## src/pkg/radio_evt_pkg.sv

```systemverilog
package radio_evt_pkg;

    // bus geometry
    localparam int ADDR_W = 12;
    localparam int DATA_W = 32;
    localparam int STRB_W = 4;

    // task registers, write only
    localparam logic [11:0] OFF_SAMPLE_START = 12'h014;
    localparam logic [11:0] OFF_BC_START = 12'h01c;
    localparam logic [11:0] OFF_BC_STOP = 12'h020;

    // event flag registers, one per event index below
    localparam int NUM_EVT = 10;
    localparam logic [11:0] OFF_EVT [NUM_EVT] = '{
        12'h100, 12'h104, 12'h108, 12'h10c, 12'h110,
        12'h114, 12'h118, 12'h11c, 12'h128, 12'h130
    };

    // event indices, shared by flags, interrupt status and mask
    localparam int EVT_RAMPUP = 0;
    localparam int EVT_ADDRESS = 1;
    localparam int EVT_PAYLOAD = 2;
    localparam int EVT_PACKET = 3;
    localparam int EVT_OFF = 4;
    localparam int EVT_DEV_HIT = 5;
    localparam int EVT_DEV_MISS = 6;
    localparam int EVT_SAMPLE = 7;
    localparam int EVT_BC_HIT = 8;
    localparam int EVT_CRC_GOOD = 9;

    // value registers
    localparam logic [11:0] OFF_SAMPLE_VALUE = 12'h548;
    localparam logic [11:0] OFF_BC_COMPARE = 12'h560;

    // interrupt registers
    localparam logic [11:0] OFF_IRQ_STATUS = 12'h700;
    localparam logic [11:0] OFF_IRQ_MASK = 12'h704;

    // reset values
    localparam logic [31:0] REG_RST = 32'h0000_0000;
    localparam logic [NUM_EVT-1:0] FLAG_RST = 10'h000;

    // default widths of counter and strength sample
    localparam int BC_W_DEF = 32;
    localparam int SAMPLE_W_DEF = 8;

    // strength measurement sequencer
    typedef enum logic {
        SAMPLE_IDLE,
        SAMPLE_BUSY
    } sample_state_t;

endpackage

```

## src/hdl/event_flag_bank.sv

```systemverilog
`timescale 1ns/1ps

module event_flag_bank #(
    parameter int N = radio_evt_pkg::NUM_EVT
) (
    // clock and reset
    input wire logic pclk,
    input wire logic presetn,
    // hardware set pulses and software writes
    input wire logic [N-1:0] set,
    input wire logic [N-1:0] wr,
    input wire logic wr_val,
    // sticky flags
    output logic [N-1:0] flags
);

    typedef struct packed {
        logic [N-1:0] flags_r;
    } bank_state_t;

    bank_state_t st_r;
    bank_state_t st_nxt;

    // set beats a software write in the same cycle, so no event is lost
    always_comb begin
        st_nxt = st_r;
        for (int i = 0; i < N; i++) begin
            if (set[i]) begin
                st_nxt.flags_r[i] = 1'b1;
            end else if (wr[i]) begin
                st_nxt.flags_r[i] = wr_val;
            end
        end
    end

    always_ff @(posedge pclk or negedge presetn) begin
        if (!presetn) begin
            st_r.flags_r <= radio_evt_pkg::FLAG_RST;
        end else begin
            st_r <= st_nxt;
        end
    end

    assign flags = st_r.flags_r;

endmodule

```

## src/hdl/radio_task_event_interface.sv

```systemverilog
`timescale 1ns/1ps

// Summary of operation
// - write 1 at 0x01c starts bit counter
// - write 1 at 0x020 stops bit counter
// - ramp-up done sets flag 0x100
// - address sent or received sets 0x104
// - payload sent or received sets 0x108
// - whole packet done sets 0x10c
// - radio disabled sets flag 0x110
// - device address match sets 0x114
// - device address miss sets 0x118
// - strength sample stored, flag 0x11c set
// - counter equals compare value sets 0x128
// - good crc packet sets flag 0x130
// - strength start at 0x014 takes one sample
module radio_task_event_interface #(
    parameter int BC_W = radio_evt_pkg::BC_W_DEF,
    parameter int SAMPLE_W = radio_evt_pkg::SAMPLE_W_DEF
) (
    // clock and reset
    input wire logic pclk,
    input wire logic presetn,
    // apb slave
    input wire logic psel,
    input wire logic penable,
    input wire logic pwrite,
    input wire logic [radio_evt_pkg::ADDR_W-1:0] paddr,
    input wire logic [radio_evt_pkg::DATA_W-1:0] pwdata,
    input wire logic [radio_evt_pkg::STRB_W-1:0] pstrb,
    output logic [radio_evt_pkg::DATA_W-1:0] prdata,
    output logic pready,
    output logic pslverr,
    // event pulses from the radio core
    input wire logic rampup_done,
    input wire logic access_address,
    input wire logic payload_done,
    input wire logic packet_done,
    input wire logic radio_off,
    input wire logic device_hit,
    input wire logic device_miss,
    input wire logic crc_good,
    // bit timing and strength measurement from the core
    input wire logic bit_tick,
    input wire logic strength_valid,
    input wire logic [SAMPLE_W-1:0] received_signal_strength,
    // task pulses to the radio core
    output logic bit_counter_start,
    output logic bit_counter_stop,
    output logic strength_sample_start,
    // counter state and interrupt
    output logic [BC_W-1:0] bit_count,
    output logic irq
);

    localparam int N = radio_evt_pkg::NUM_EVT;

    typedef struct packed {
        logic [31:0] prdata_r;
        logic err_r;
        logic bc_start_r;
        logic bc_stop_r;
        logic sample_start_r;
        logic bc_run_r;
        logic [BC_W-1:0] bc_count_r;
        logic [BC_W-1:0] bc_cmp_r;
        logic [SAMPLE_W-1:0] sample_r;
        radio_evt_pkg::sample_state_t sample_st_r;
        logic [N-1:0] irq_status_r;
        logic [N-1:0] irq_mask_r;
    } core_state_t;

    core_state_t st_r;
    core_state_t st_nxt;

    logic [N-1:0] flags;
    logic [N-1:0] evt_set;
    logic [N-1:0] evt_wr;
    logic [N-1:0] ext_evt;
    logic wr_fire;
    logic rd_setup;
    logic task_one;
    logic [BC_W-1:0] count_inc;
    logic bc_hit;
    logic sample_take;

    // one-hot match of an address against the event flag offsets
    function automatic logic [N-1:0] evt_decode(input logic [11:0] a);
        logic [N-1:0] hit;
        hit = '0;
        for (int i = 0; i < N; i++) begin
            hit[i] = (a == radio_evt_pkg::OFF_EVT[i]);
        end
        return hit;
    endfunction

    // every mapped offset, for the error answer
    function automatic logic addr_known(input logic [11:0] a);
        return (|evt_decode(a)) ||
            (a == radio_evt_pkg::OFF_SAMPLE_START) ||
            (a == radio_evt_pkg::OFF_BC_START) ||
            (a == radio_evt_pkg::OFF_BC_STOP) ||
            (a == radio_evt_pkg::OFF_SAMPLE_VALUE) ||
            (a == radio_evt_pkg::OFF_BC_COMPARE) ||
            (a == radio_evt_pkg::OFF_IRQ_STATUS) ||
            (a == radio_evt_pkg::OFF_IRQ_MASK);
    endfunction

    // zero wait states: every access phase completes at once
    assign pready = 1'b1;
    assign wr_fire = psel && penable && pwrite && addr_known(paddr);
    assign rd_setup = psel && !penable && !pwrite;
    // a task fires only on a one in bit 0 with its byte lane enabled
    assign task_one = pwdata[0] && pstrb[0];

    // external events in flag order
    assign ext_evt = {crc_good, 1'b0, 1'b0, device_miss, device_hit,
        radio_off, packet_done, payload_done, access_address, rampup_done};

    // counter stepping and compare
    assign count_inc = st_r.bc_count_r + {{(BC_W-1){1'b0}}, 1'b1};
    assign bc_hit = st_r.bc_run_r && bit_tick && (count_inc == st_r.bc_cmp_r);
    // only the first valid after a start is taken
    assign sample_take = (st_r.sample_st_r == radio_evt_pkg::SAMPLE_BUSY) && strength_valid;

    // all hardware sets gathered
    always_comb begin
        evt_set = ext_evt;
        evt_set[radio_evt_pkg::EVT_SAMPLE] = sample_take;
        evt_set[radio_evt_pkg::EVT_BC_HIT] = bc_hit;
    end

    // software writes to flags; a write of 0 clears, a 1 sets
    assign evt_wr = evt_decode(paddr) & {N{wr_fire && pstrb[0]}};

    event_flag_bank #(
        .N(N)
    ) u_flags (
        .pclk(pclk),
        .presetn(presetn),
        .set(evt_set),
        .wr(evt_wr),
        .wr_val(pwdata[0]),
        .flags(flags)
    );

    // next state of tasks, counter, sampler, interrupts and read data
    always_comb begin
        st_nxt = st_r;
        // task pulses last a single cycle
        st_nxt.bc_start_r = 1'b0;
        st_nxt.bc_stop_r = 1'b0;
        st_nxt.sample_start_r = 1'b0;

        // bit counter advances on each on-air bit while running
        if (st_r.bc_run_r && bit_tick) begin
            st_nxt.bc_count_r = count_inc;
        end

        // one strength sample, then back to idle
        if (sample_take) begin
            st_nxt.sample_r = received_signal_strength;
            st_nxt.sample_st_r = radio_evt_pkg::SAMPLE_IDLE;
        end

        // interrupt status: set beats write-one-to-clear
        if (wr_fire && paddr == radio_evt_pkg::OFF_IRQ_STATUS) begin
            st_nxt.irq_status_r = st_r.irq_status_r & ~pwdata[N-1:0];
        end
        st_nxt.irq_status_r = st_nxt.irq_status_r | evt_set;

        // register writes take effect at the access edge
        if (wr_fire) begin
            unique case (paddr)
                radio_evt_pkg::OFF_BC_START: begin
                    if (task_one) begin
                        st_nxt.bc_start_r = 1'b1;
                        st_nxt.bc_run_r = 1'b1;
                        st_nxt.bc_count_r = '0;
                    end
                end
                radio_evt_pkg::OFF_BC_STOP: begin
                    if (task_one) begin
                        st_nxt.bc_stop_r = 1'b1;
                        st_nxt.bc_run_r = 1'b0;
                    end
                end
                radio_evt_pkg::OFF_SAMPLE_START: begin
                    if (task_one) begin
                        st_nxt.sample_start_r = 1'b1;
                        st_nxt.sample_st_r = radio_evt_pkg::SAMPLE_BUSY;
                    end
                end
                radio_evt_pkg::OFF_BC_COMPARE: begin
                    for (int b = 0; b < BC_W; b++) begin
                        if (pstrb[b/8]) begin
                            st_nxt.bc_cmp_r[b] = pwdata[b];
                        end
                    end
                end
                radio_evt_pkg::OFF_IRQ_MASK: begin
                    for (int b = 0; b < N; b++) begin
                        if (pstrb[b/8]) begin
                            st_nxt.irq_mask_r[b] = pwdata[b];
                        end
                    end
                end
                default: begin
                end
            endcase
        end

        // read data captured in the setup cycle, so prdata is a flop
        if (rd_setup) begin
            st_nxt.prdata_r = '0;
            if (|evt_decode(paddr)) begin
                st_nxt.prdata_r[0] = |(evt_decode(paddr) & flags);
            end else if (paddr == radio_evt_pkg::OFF_SAMPLE_VALUE) begin
                st_nxt.prdata_r[SAMPLE_W-1:0] = st_r.sample_r;
            end else if (paddr == radio_evt_pkg::OFF_BC_COMPARE) begin
                st_nxt.prdata_r[BC_W-1:0] = st_r.bc_cmp_r;
            end else if (paddr == radio_evt_pkg::OFF_IRQ_STATUS) begin
                st_nxt.prdata_r[N-1:0] = st_r.irq_status_r;
            end else if (paddr == radio_evt_pkg::OFF_IRQ_MASK) begin
                st_nxt.prdata_r[N-1:0] = st_r.irq_mask_r;
            end
            // task registers are write only and read as zero
        end
        if (psel && !penable) begin
            st_nxt.err_r = !addr_known(paddr);
        end
    end

    always_ff @(posedge pclk or negedge presetn) begin
        if (!presetn) begin
            st_r.prdata_r <= radio_evt_pkg::REG_RST;
            st_r.err_r <= 1'b0;
            st_r.bc_start_r <= 1'b0;
            st_r.bc_stop_r <= 1'b0;
            st_r.sample_start_r <= 1'b0;
            st_r.bc_run_r <= 1'b0;
            st_r.bc_count_r <= '0;
            st_r.bc_cmp_r <= '0;
            st_r.sample_r <= '0;
            st_r.sample_st_r <= radio_evt_pkg::SAMPLE_IDLE;
            st_r.irq_status_r <= radio_evt_pkg::FLAG_RST;
            st_r.irq_mask_r <= radio_evt_pkg::FLAG_RST;
        end else begin
            st_r <= st_nxt;
        end
    end

    // outputs
    assign prdata = st_r.prdata_r;
    assign pslverr = psel && penable && st_r.err_r;
    assign bit_counter_start = st_r.bc_start_r;
    assign bit_counter_stop = st_r.bc_stop_r;
    assign strength_sample_start = st_r.sample_start_r;
    assign bit_count = st_r.bc_count_r;
    // level interrupt, high while any unmasked status bit stands
    assign irq = |(st_r.irq_status_r & st_r.irq_mask_r);

    logic wr_bc_start;
    logic wr_bc_stop;
    logic wr_any_task;
    assign wr_bc_start = wr_fire && paddr == radio_evt_pkg::OFF_BC_START;
    assign wr_bc_stop = wr_fire && paddr == radio_evt_pkg::OFF_BC_STOP;
    assign wr_any_task = wr_bc_start || wr_bc_stop ||
        (wr_fire && paddr == radio_evt_pkg::OFF_SAMPLE_START);
endmodule

```

## config.mk

```make
export PLATFORM = sky130hd
export DESIGN_NAME = radio_task_event_interface
export DESIGN_NICKNAME = d
export VERILOG_FILES = /design/src/pkg/radio_evt_pkg.sv /design/src/hdl/event_flag_bank.sv /design/src/hdl/radio_task_event_interface.sv
export SDC_FILE = /design/constraint.sdc
export NUM_CORES = 1
export LEC_CHECK = 0
export BUFFER_PORTS_ARGS = -buffer_cell sky130_fd_sc_hd__buf_2
export CAP_MARGIN = 20
export CORE_MARGIN = 1.5
export CORE_UTILIZATION = 40
export CTS_BUF_LIST = sky130_fd_sc_hd__clkbuf_8
export DETAILED_ROUTE_END_ITERATION = 16
export GPL_ROUTABILITY_DRIVEN = 0
export HOLD_SLACK_MARGIN = 0.08
export PLACE_DENSITY = 0.61
export SLEW_MARGIN = 20
export SYNTH_ARGS = -nofsm -noshare
export SYNTH_HDL_FRONTEND = slang
export SYNTH_SLANG_ARGS = --single-unit
```

## constraint.sdc

```tcl
create_clock -name pclk -period 2.3 [get_ports pclk]
set_input_delay 0.345 -clock pclk [delete_from_list [all_inputs] [get_ports pclk]]
set_output_delay 0.345 -clock pclk [all_outputs]
set_load 0.005 [all_outputs]
```

==> results of run 1 <==
## power groups by stage
stage               combinational (mW)  clock, mW  sequential [mW]
floorplan                       0.0860          0             2.53
global placement                 0.272          0             2.54
detailed placement               0.273          0             2.54
CTS                              0.290       2.23             2.49
global route                     0.318       2.32             2.49
finish                           0.285       2.17             2.49
## cells in the mapped netlist, types with 20 or more instances
cell type	count
xnor2_1	40
dfrtp_1	140
buf_4	66
nor2_1	59
nor3_1	22
nand4_1	20
xor2_1	28
nand3_1	33
nand2_1	111
clkbuf_1	26
o21ai_0	57
mux2_2	47
## timing repair
item,in CTS,in global routing
hold endpoints to repair,72,0
gates resized for setup,23,7
setup buffers,12,1
cloned,0,0
setup endpoints to repair,6,7
hold buffers,13,0
pin swaps,19,10
## per-layer routing
metal | vias up | global-route usage (%) | share of wire [%]
met5 | - | 0 | 0
li1 | 3233 | - | -
met1 | 3151 | 27.36 | 45
met4 | 0 | 6.061 | 1.1
met2 | 189 | 36.67 | 49
met3 | 21 | 4.768 | 4.9
## per-stage QoR
step | instance area, um2 | power, mW | util (%)
6_report | 10150 | 4.942 | 51.99
5_1_grt | 10150 | 5.130 | 51.99
4_1_cts | 10120 | 5.007 | 51.81
3_5_place_dp | 9349 | 2.810 | 47.88
3_3_place_gp | 9349 | 2.808 | 47.88
2_1_floorplan | 8034 | 2.619 | -
## state kept, by name (all words and copies together) (netlist names)
register               cells
bit_counter_start          1
bit_counter_stop           1
strength_sample_start      1
bit_count                 32
prdata                    32
u_flags.flags             10
st_r                      63
## path summary, 6_finish.rpt
kind / endpoint / slack (ns)
min in group asynchronous: prdata[30] / 0.46
max in group asynchronous: st_r[26] / 1.22
max: u_flags.flags[8] / -0.1
min: st_r[28] / 0.11
min reg2reg: prdata[18] / 0.47
max reg2reg: u_flags.flags[8] / -0.1
## layout make-up
type / instances / area, um2 / share of cell area (%)
Clock buffer: 18 / 247.7 / 2.441
Clock inverter: 13 / 175.2 / 1.726
Inverter: 9 / 33.78 / 0.3328
Timing Repair Buffer: 285 / 1916 / 18.87
Sequential cell: 140 / 3507 / 34.55
Tap cell: 265 / 331.6 / 3.266
Multi-Input combinational cell: 573 / 3940 / 38.81
## cells by family (layout without fill, tap and decap cells)
logic type                 count (synthesis)  count (layout)  synth area share (%)
muxes                                     62              62                 9.095
AOI/OAI and AO/OA                        118             118                 9.628
other                                      1               1               0.04700
DFF                                      140             140                 43.91
buffers and inverters                    116             325                 8.876
and+or+nand+nor                          323             323                 20.83
adders and majority gates                  1               1                0.1568
xor gates and xnor gates                  68              68                 7.464
==> impl_metrics.env, run 1 <==
export IMPL_outcome="complete, but fails checks"
export IMPL_violations="negative setup slack"
export IMPL_fin_nets=1098
export IMPL_max_vdd_ir_drop_uv=389.8
export IMPL_worst_hold_slack_ns=0.1122
export IMPL_drc_errors=0
export IMPL_end_kind="register"
export IMPL_final_common_cell="buf_2"
export IMPL_worstPathCellList="nand4_4, buf_4, nor3_4, nand4_4, buf_6, o41a_1, nor4_2, nand4_1, nand3_1"
export IMPL_cp_arrival_ns=2.79
export IMPL_cts_made_buffers=17
export IMPL_ys_seq_area_share_pct=43.91
export IMPL_num_fill_cells=1843
export IMPL_crit_fanout=5
export IMPL_switching_share_pct=23.13
export IMPL_yosys_top_cells_area="dfrtp_1, mux2_2, buf_4"
export IMPL_h_tree_depth=4
export IMPL_n_antenna_cell=0
export IMPL_synth_edf_count=0
export IMPL_yosysTopAreaCell="dfrtp_1"
export IMPL_critPathBufInv=2
export IMPL_synth_warnings=0
export IMPL_grt_pass1_vias=6628
export IMPL_portBuffers=139
export IMPL_grt_pass1_wl_mm=34.20
export IMPL_rr_worst_depth=9
export IMPL_required_ns=2.69
export IMPL_dr_pass1_iters=7
export IMPL_power_share_sequential_pct=50.4
export IMPL_switchingPower_mw=1.143
export IMPL_path_clk_slew_ns=0.08
export IMPL_clock_fmax_mhz=416.7
export IMPL_fin_tns_setup_ns=-0.1729
export IMPL_synth_ff_type="dfrtp_1"
export IMPL_antenna_found_initial=0
export IMPL_grt_start_max_net_pins=65
export IMPL_dpl_hpwl_mm=16.02
export IMPL_drt_initial_drc_count=325
export IMPL_io_pins=141
export IMPL_netlist_cell_type_count=66
export IMPL_synthCells=829
export IMPL_die_x_um=144.2
export IMPL_cts_tree="yes"
export IMPL_clock_latency_ns=0.46
export IMPL_async_flop_share_pct=100.0
export IMPL_cts_root_buf="clkbuf_8"
export IMPL_start_kind="register"
export IMPL_layout_drive_gt1_share_pct=38.25
export IMPL_syn_area_per_cell_um2=9.625
export IMPL_syn_cell_area_mm2=0.007979
export IMPL_cp_num_cells=9
export IMPL_internal_power_mw=3.799
export IMPL_dp_slack_ns=-0.3548
export IMPL_cp_common_cell="nand4_4"
export IMPL_fin_crit_ns=2.400
export IMPL_fp_row_count=51
export IMPL_clkSinkCount=140
export IMPL_fp_dieH_um=144.2
export IMPL_cpPeakStageDelay_ns=0.40
export IMPL_post_route_period_util_pct=104.3
export IMPL_dp_cells=1246
export IMPL_p_clk_share_pct=43.9
export IMPL_p_per_area_mw_per_mm2=486.8
export IMPL_grt_total_usage_pct=21.50
export IMPL_dieArea_mm2=0.02080
export IMPL_combPwrFrac_pct=5.8
export IMPL_initial_core_util_pct=40.86
export IMPL_syn2layout_area_growth_pct=27.22
export IMPL_crit_slowest_cell="dfrtp_1"
export IMPL_hp_start="received_signal_strength[7]"
export IMPL_wl_per_cell_um=16.33
export IMPL_tightest_slew_ns=1.021
export IMPL_ctsLongestPathBuffers=2
export IMPL_path_class="register to register"
export IMPL_startpoint="bit_count[6]"
export IMPL_syn_nets=901
export IMPL_min_path_type="input pin to register"
export IMPL_rsz0062_at_grt="true"
export IMPL_clock_skew_final_ns=0.01279
export IMPL_worstReg2RegStart="bit_count[6]"
export IMPL_drv_cap=0
export IMPL_ant_nets=0
export IMPL_finalMaxSlewViolations=0
export IMPL_vias=6594
export IMPL_final_cell_mix="buf_2, dfrtp_1, buf_4"
export IMPL_synth_top_area_share_pct=43.91
export IMPL_whs_path_depth=2
export IMPL_worst_path_dominant_cell_family="simple AND/OR/NAND/NOR gates"
export IMPL_coreArea_mm2=0.01953
export IMPL_final_hold_viol_count=0
export IMPL_maxSlewHeadroom_pct=31.91
export IMPL_cellLeakagePower_nw=4.809
export IMPL_wirelength_mm=21.28
export IMPL_instances_no_fill=1303
export IMPL_final_setup_viol_count=2
export IMPL_ys_seq_elements=140
export IMPL_setup_ws_ns=-0.09964
export IMPL_vias_per_cell=5.061
export IMPL_overflow=0
Power figures use the tool's default switching activity.
==> inputs of run 2 (changes only) <==
--- a/config.mk
+++ b/config.mk
@@ -5,15 +5,15 @@
 export SDC_FILE = /design/constraint.sdc
 export NUM_CORES = 1
 export LEC_CHECK = 0
-export BUFFER_PORTS_ARGS = -buffer_cell sky130_fd_sc_hd__buf_2
 export CAP_MARGIN = 20
 export CORE_MARGIN = 1.5
 export CORE_UTILIZATION = 40
 export CTS_BUF_LIST = sky130_fd_sc_hd__clkbuf_8
 export DETAILED_ROUTE_END_ITERATION = 16
+export DONT_BUFFER_PORTS = 1
 export GPL_ROUTABILITY_DRIVEN = 0
 export HOLD_SLACK_MARGIN = 0.08
-export PLACE_DENSITY = 0.61
+export PLACE_DENSITY = 0.54
 export SLEW_MARGIN = 20
 export SYNTH_ARGS = -nofsm -noshare
 export SYNTH_HDL_FRONTEND = slang
==> run 2 against run 1 <==
  * Total power is 5.5% lower
  * Highest routed layer unchanged
  * Critical path type unchanged
  * Cell count shrank 9.1%
  * Design area decreased by 4.6%
  * The flow finishes with violations (negative hold slack, negative setup slack)
  * Via count is 3.2% lower
  * First-iteration DRC count is 21% higher
  * Critical endpoint unchanged
  * Clock skew hardly changed
  * Sequential share of layout area rose by 1.6 points
==> impl_metrics.env, run 2 (synthesis results as in run 1) <==
export IMPL_finalMaxSlewViolations=0
export IMPL_min_path_type="input pin to async pin"
export IMPL_syn2layout_area_growth_pct=21.34
export IMPL_rsz0062_at_grt="true"
export IMPL_drt_initial_drc_count=392
export IMPL_cts_root_buf="clkbuf_8"
export IMPL_layout_drive_gt1_share_pct=25.57
export IMPL_num_fill_cells=1839
export IMPL_vias_per_cell=5.393
export IMPL_grt_pass1_wl_mm=34.82
export IMPL_fin_crit_ns=2.327
export IMPL_fin_nets=979
export IMPL_final_hold_viol_count=140
export IMPL_cts_tree="yes"
export IMPL_initial_core_util_pct=40.86
export IMPL_dieArea_mm2=0.02080
export IMPL_fin_tns_setup_ns=-0.03774
export IMPL_violations="negative hold slack, negative setup slack"
export IMPL_coreArea_mm2=0.01953
export IMPL_end_kind="register"
export IMPL_cts_made_buffers=17
export IMPL_tightest_slew_ns=0.6439
export IMPL_dpl_hpwl_mm=16.52
export IMPL_ctsLongestPathBuffers=2
export IMPL_h_tree_depth=4
export IMPL_place_area_mm2=0.008439
export IMPL_dp_cells=1086
export IMPL_clock_latency_ns=0.46
export IMPL_worst_hold_slack_ns=-0.4284
export IMPL_fp_row_count=51
export IMPL_fin_area_mm2=0.009682
export IMPL_clock_fmax_mhz=429.8
export IMPL_p_per_area_mw_per_mm2=482.3
export IMPL_die_x_um=144.2
export IMPL_antenna_found_initial=0
export IMPL_crit_fanout=6
export IMPL_final_common_cell="dfrtp_1"
export IMPL_wirelength_mm=22.72
export IMPL_power_mw=4.669
export IMPL_dr_pass1_iters=5
export IMPL_cellLeakagePower_nw=4.202
export IMPL_drc_errors=0
export IMPL_required_ns=2.69
export IMPL_fp_dieH_um=144.2
export IMPL_instances_no_fill=1184
export IMPL_n_antenna_cell=0
export IMPL_cts_hold_fix_buffers=58
export IMPL_max_vdd_ir_drop_uv=359.1
export IMPL_final_cell_mix="dfrtp_1, nand2_1, buf_4"
export IMPL_grt_pass1_vias=6468
export IMPL_grt_start_max_net_pins=141
export IMPL_cp_arrival_ns=2.72
export IMPL_final_setup_viol_count=2
export IMPL_clock_skew_final_ns=0.01311
export IMPL_clkSinkCount=140
export IMPL_start_kind="register"
export IMPL_setup_ws_ns=-0.02673
export IMPL_maxSlewHeadroom_pct=57.07
export IMPL_drv_cap=0
export IMPL_outcome="complete, but fails checks"
export IMPL_overflow=0
export IMPL_grt_total_usage_pct=22.30
export IMPL_post_route_period_util_pct=101.2
export IMPL_path_clk_slew_ns=0.09
export IMPL_largest_reg_flops=63
export IMPL_io_pins=141
export IMPL_vias=6385
export IMPL_regMostFlops="st_r"
export IMPL_portBuffers=0
export IMPL_wl_per_cell_um=19.19
export IMPL_path_class="register to register"
export IMPL_ant_nets=0
## run 2: cell types whose count changed in the layout (fill, tap and decap cells not counted), moves of 4 or more
cell,delta
nor3_1,-4
buf_2,-138
buf_4,-21
buf_12,-4
nand3_1,-4
dlygate4sd3_1,+45
## run 2: what timing repair did
action                                  4_1_cts  5_1_grt
pin swaps                                    17       19
hold endpoints to repair                    212      140
endpoints found under the setup margin        6        7
setup buffers                                 6        3
resized for setup                            17       23
## run 2: area by class of cell
cell class | count | area (um2) | share of cell area [%]
Clock inverter | 12 | 125.1 | 1.292
Multi-Input combinational cell | 573 | 3999 | 41.30
Timing Repair Buffer | 166 | 1426 | 14.73
Tap cell | 265 | 331.6 | 3.425
Inverter | 9 | 33.78 | 0.3489
Sequential cell | 140 | 3505 | 36.20
Clock buffer | 19 | 261.5 | 2.701
## run 2: through the flow
| step | setup WS (ns) | hold slack [ns] | util [%] |
|---|---|---|---|
| global route | -0.1056 | -0.4583 | 49.58 |
| global placement | -0.2088 | 0.05235 | 43.22 |
| floorplan | -0.1220 | 0.04941 | - |
| detailed placement | -0.2781 | 0.05258 | 43.22 |
| finish | -0.02673 | -0.4284 | 49.58 |
| CTS | 0.002524 | -0.4503 | 48.87 |
## run 2: final timing paths
path                              start                to  slack (ns)  cells past startpoint
setup / recovery           bit_count[0]  u_flags.flags[8]       -0.03                      9
hold / removal                  presetn     bit_count[29]       -0.43                      0
min in group pclk              pstrb[0]  bit_counter_stop        0.12                      2
setup reg to reg           bit_count[0]  u_flags.flags[8]       -0.03                      9
hold reg to reg                st_r[97]          st_r[97]        0.48                      2
max in group asynchronous       presetn          st_r[33]        2.56                      0
## run 2: power breakdown
part | switching [mW] | internal (mW)
clock network | 0.997 | 1.01
logic | 0.0731 | 0.102
registers | 0.0129 | 2.48
## run 2: routing by layer
metal	up-vias	global-route usage, %	share of wire [%]
li1	2995	-	-
met1	3157	26.43	41
met2	196	39.36	51
met3	37	4.967	5.3
met4	0	8.400	2.1
met5	-	0	0
## run 2: worst max-delay path, stage by stage (launching register included)
cell and delay (ns):
dfrtp_1 0.41, ha_4 0.20, nand3_4 0.09, nor3_4 0.26, nand4_4 0.20, buf_6 0.17, o41a_1 0.33, nor4_2 0.26
nand4_1 0.21, nand3_1 0.12
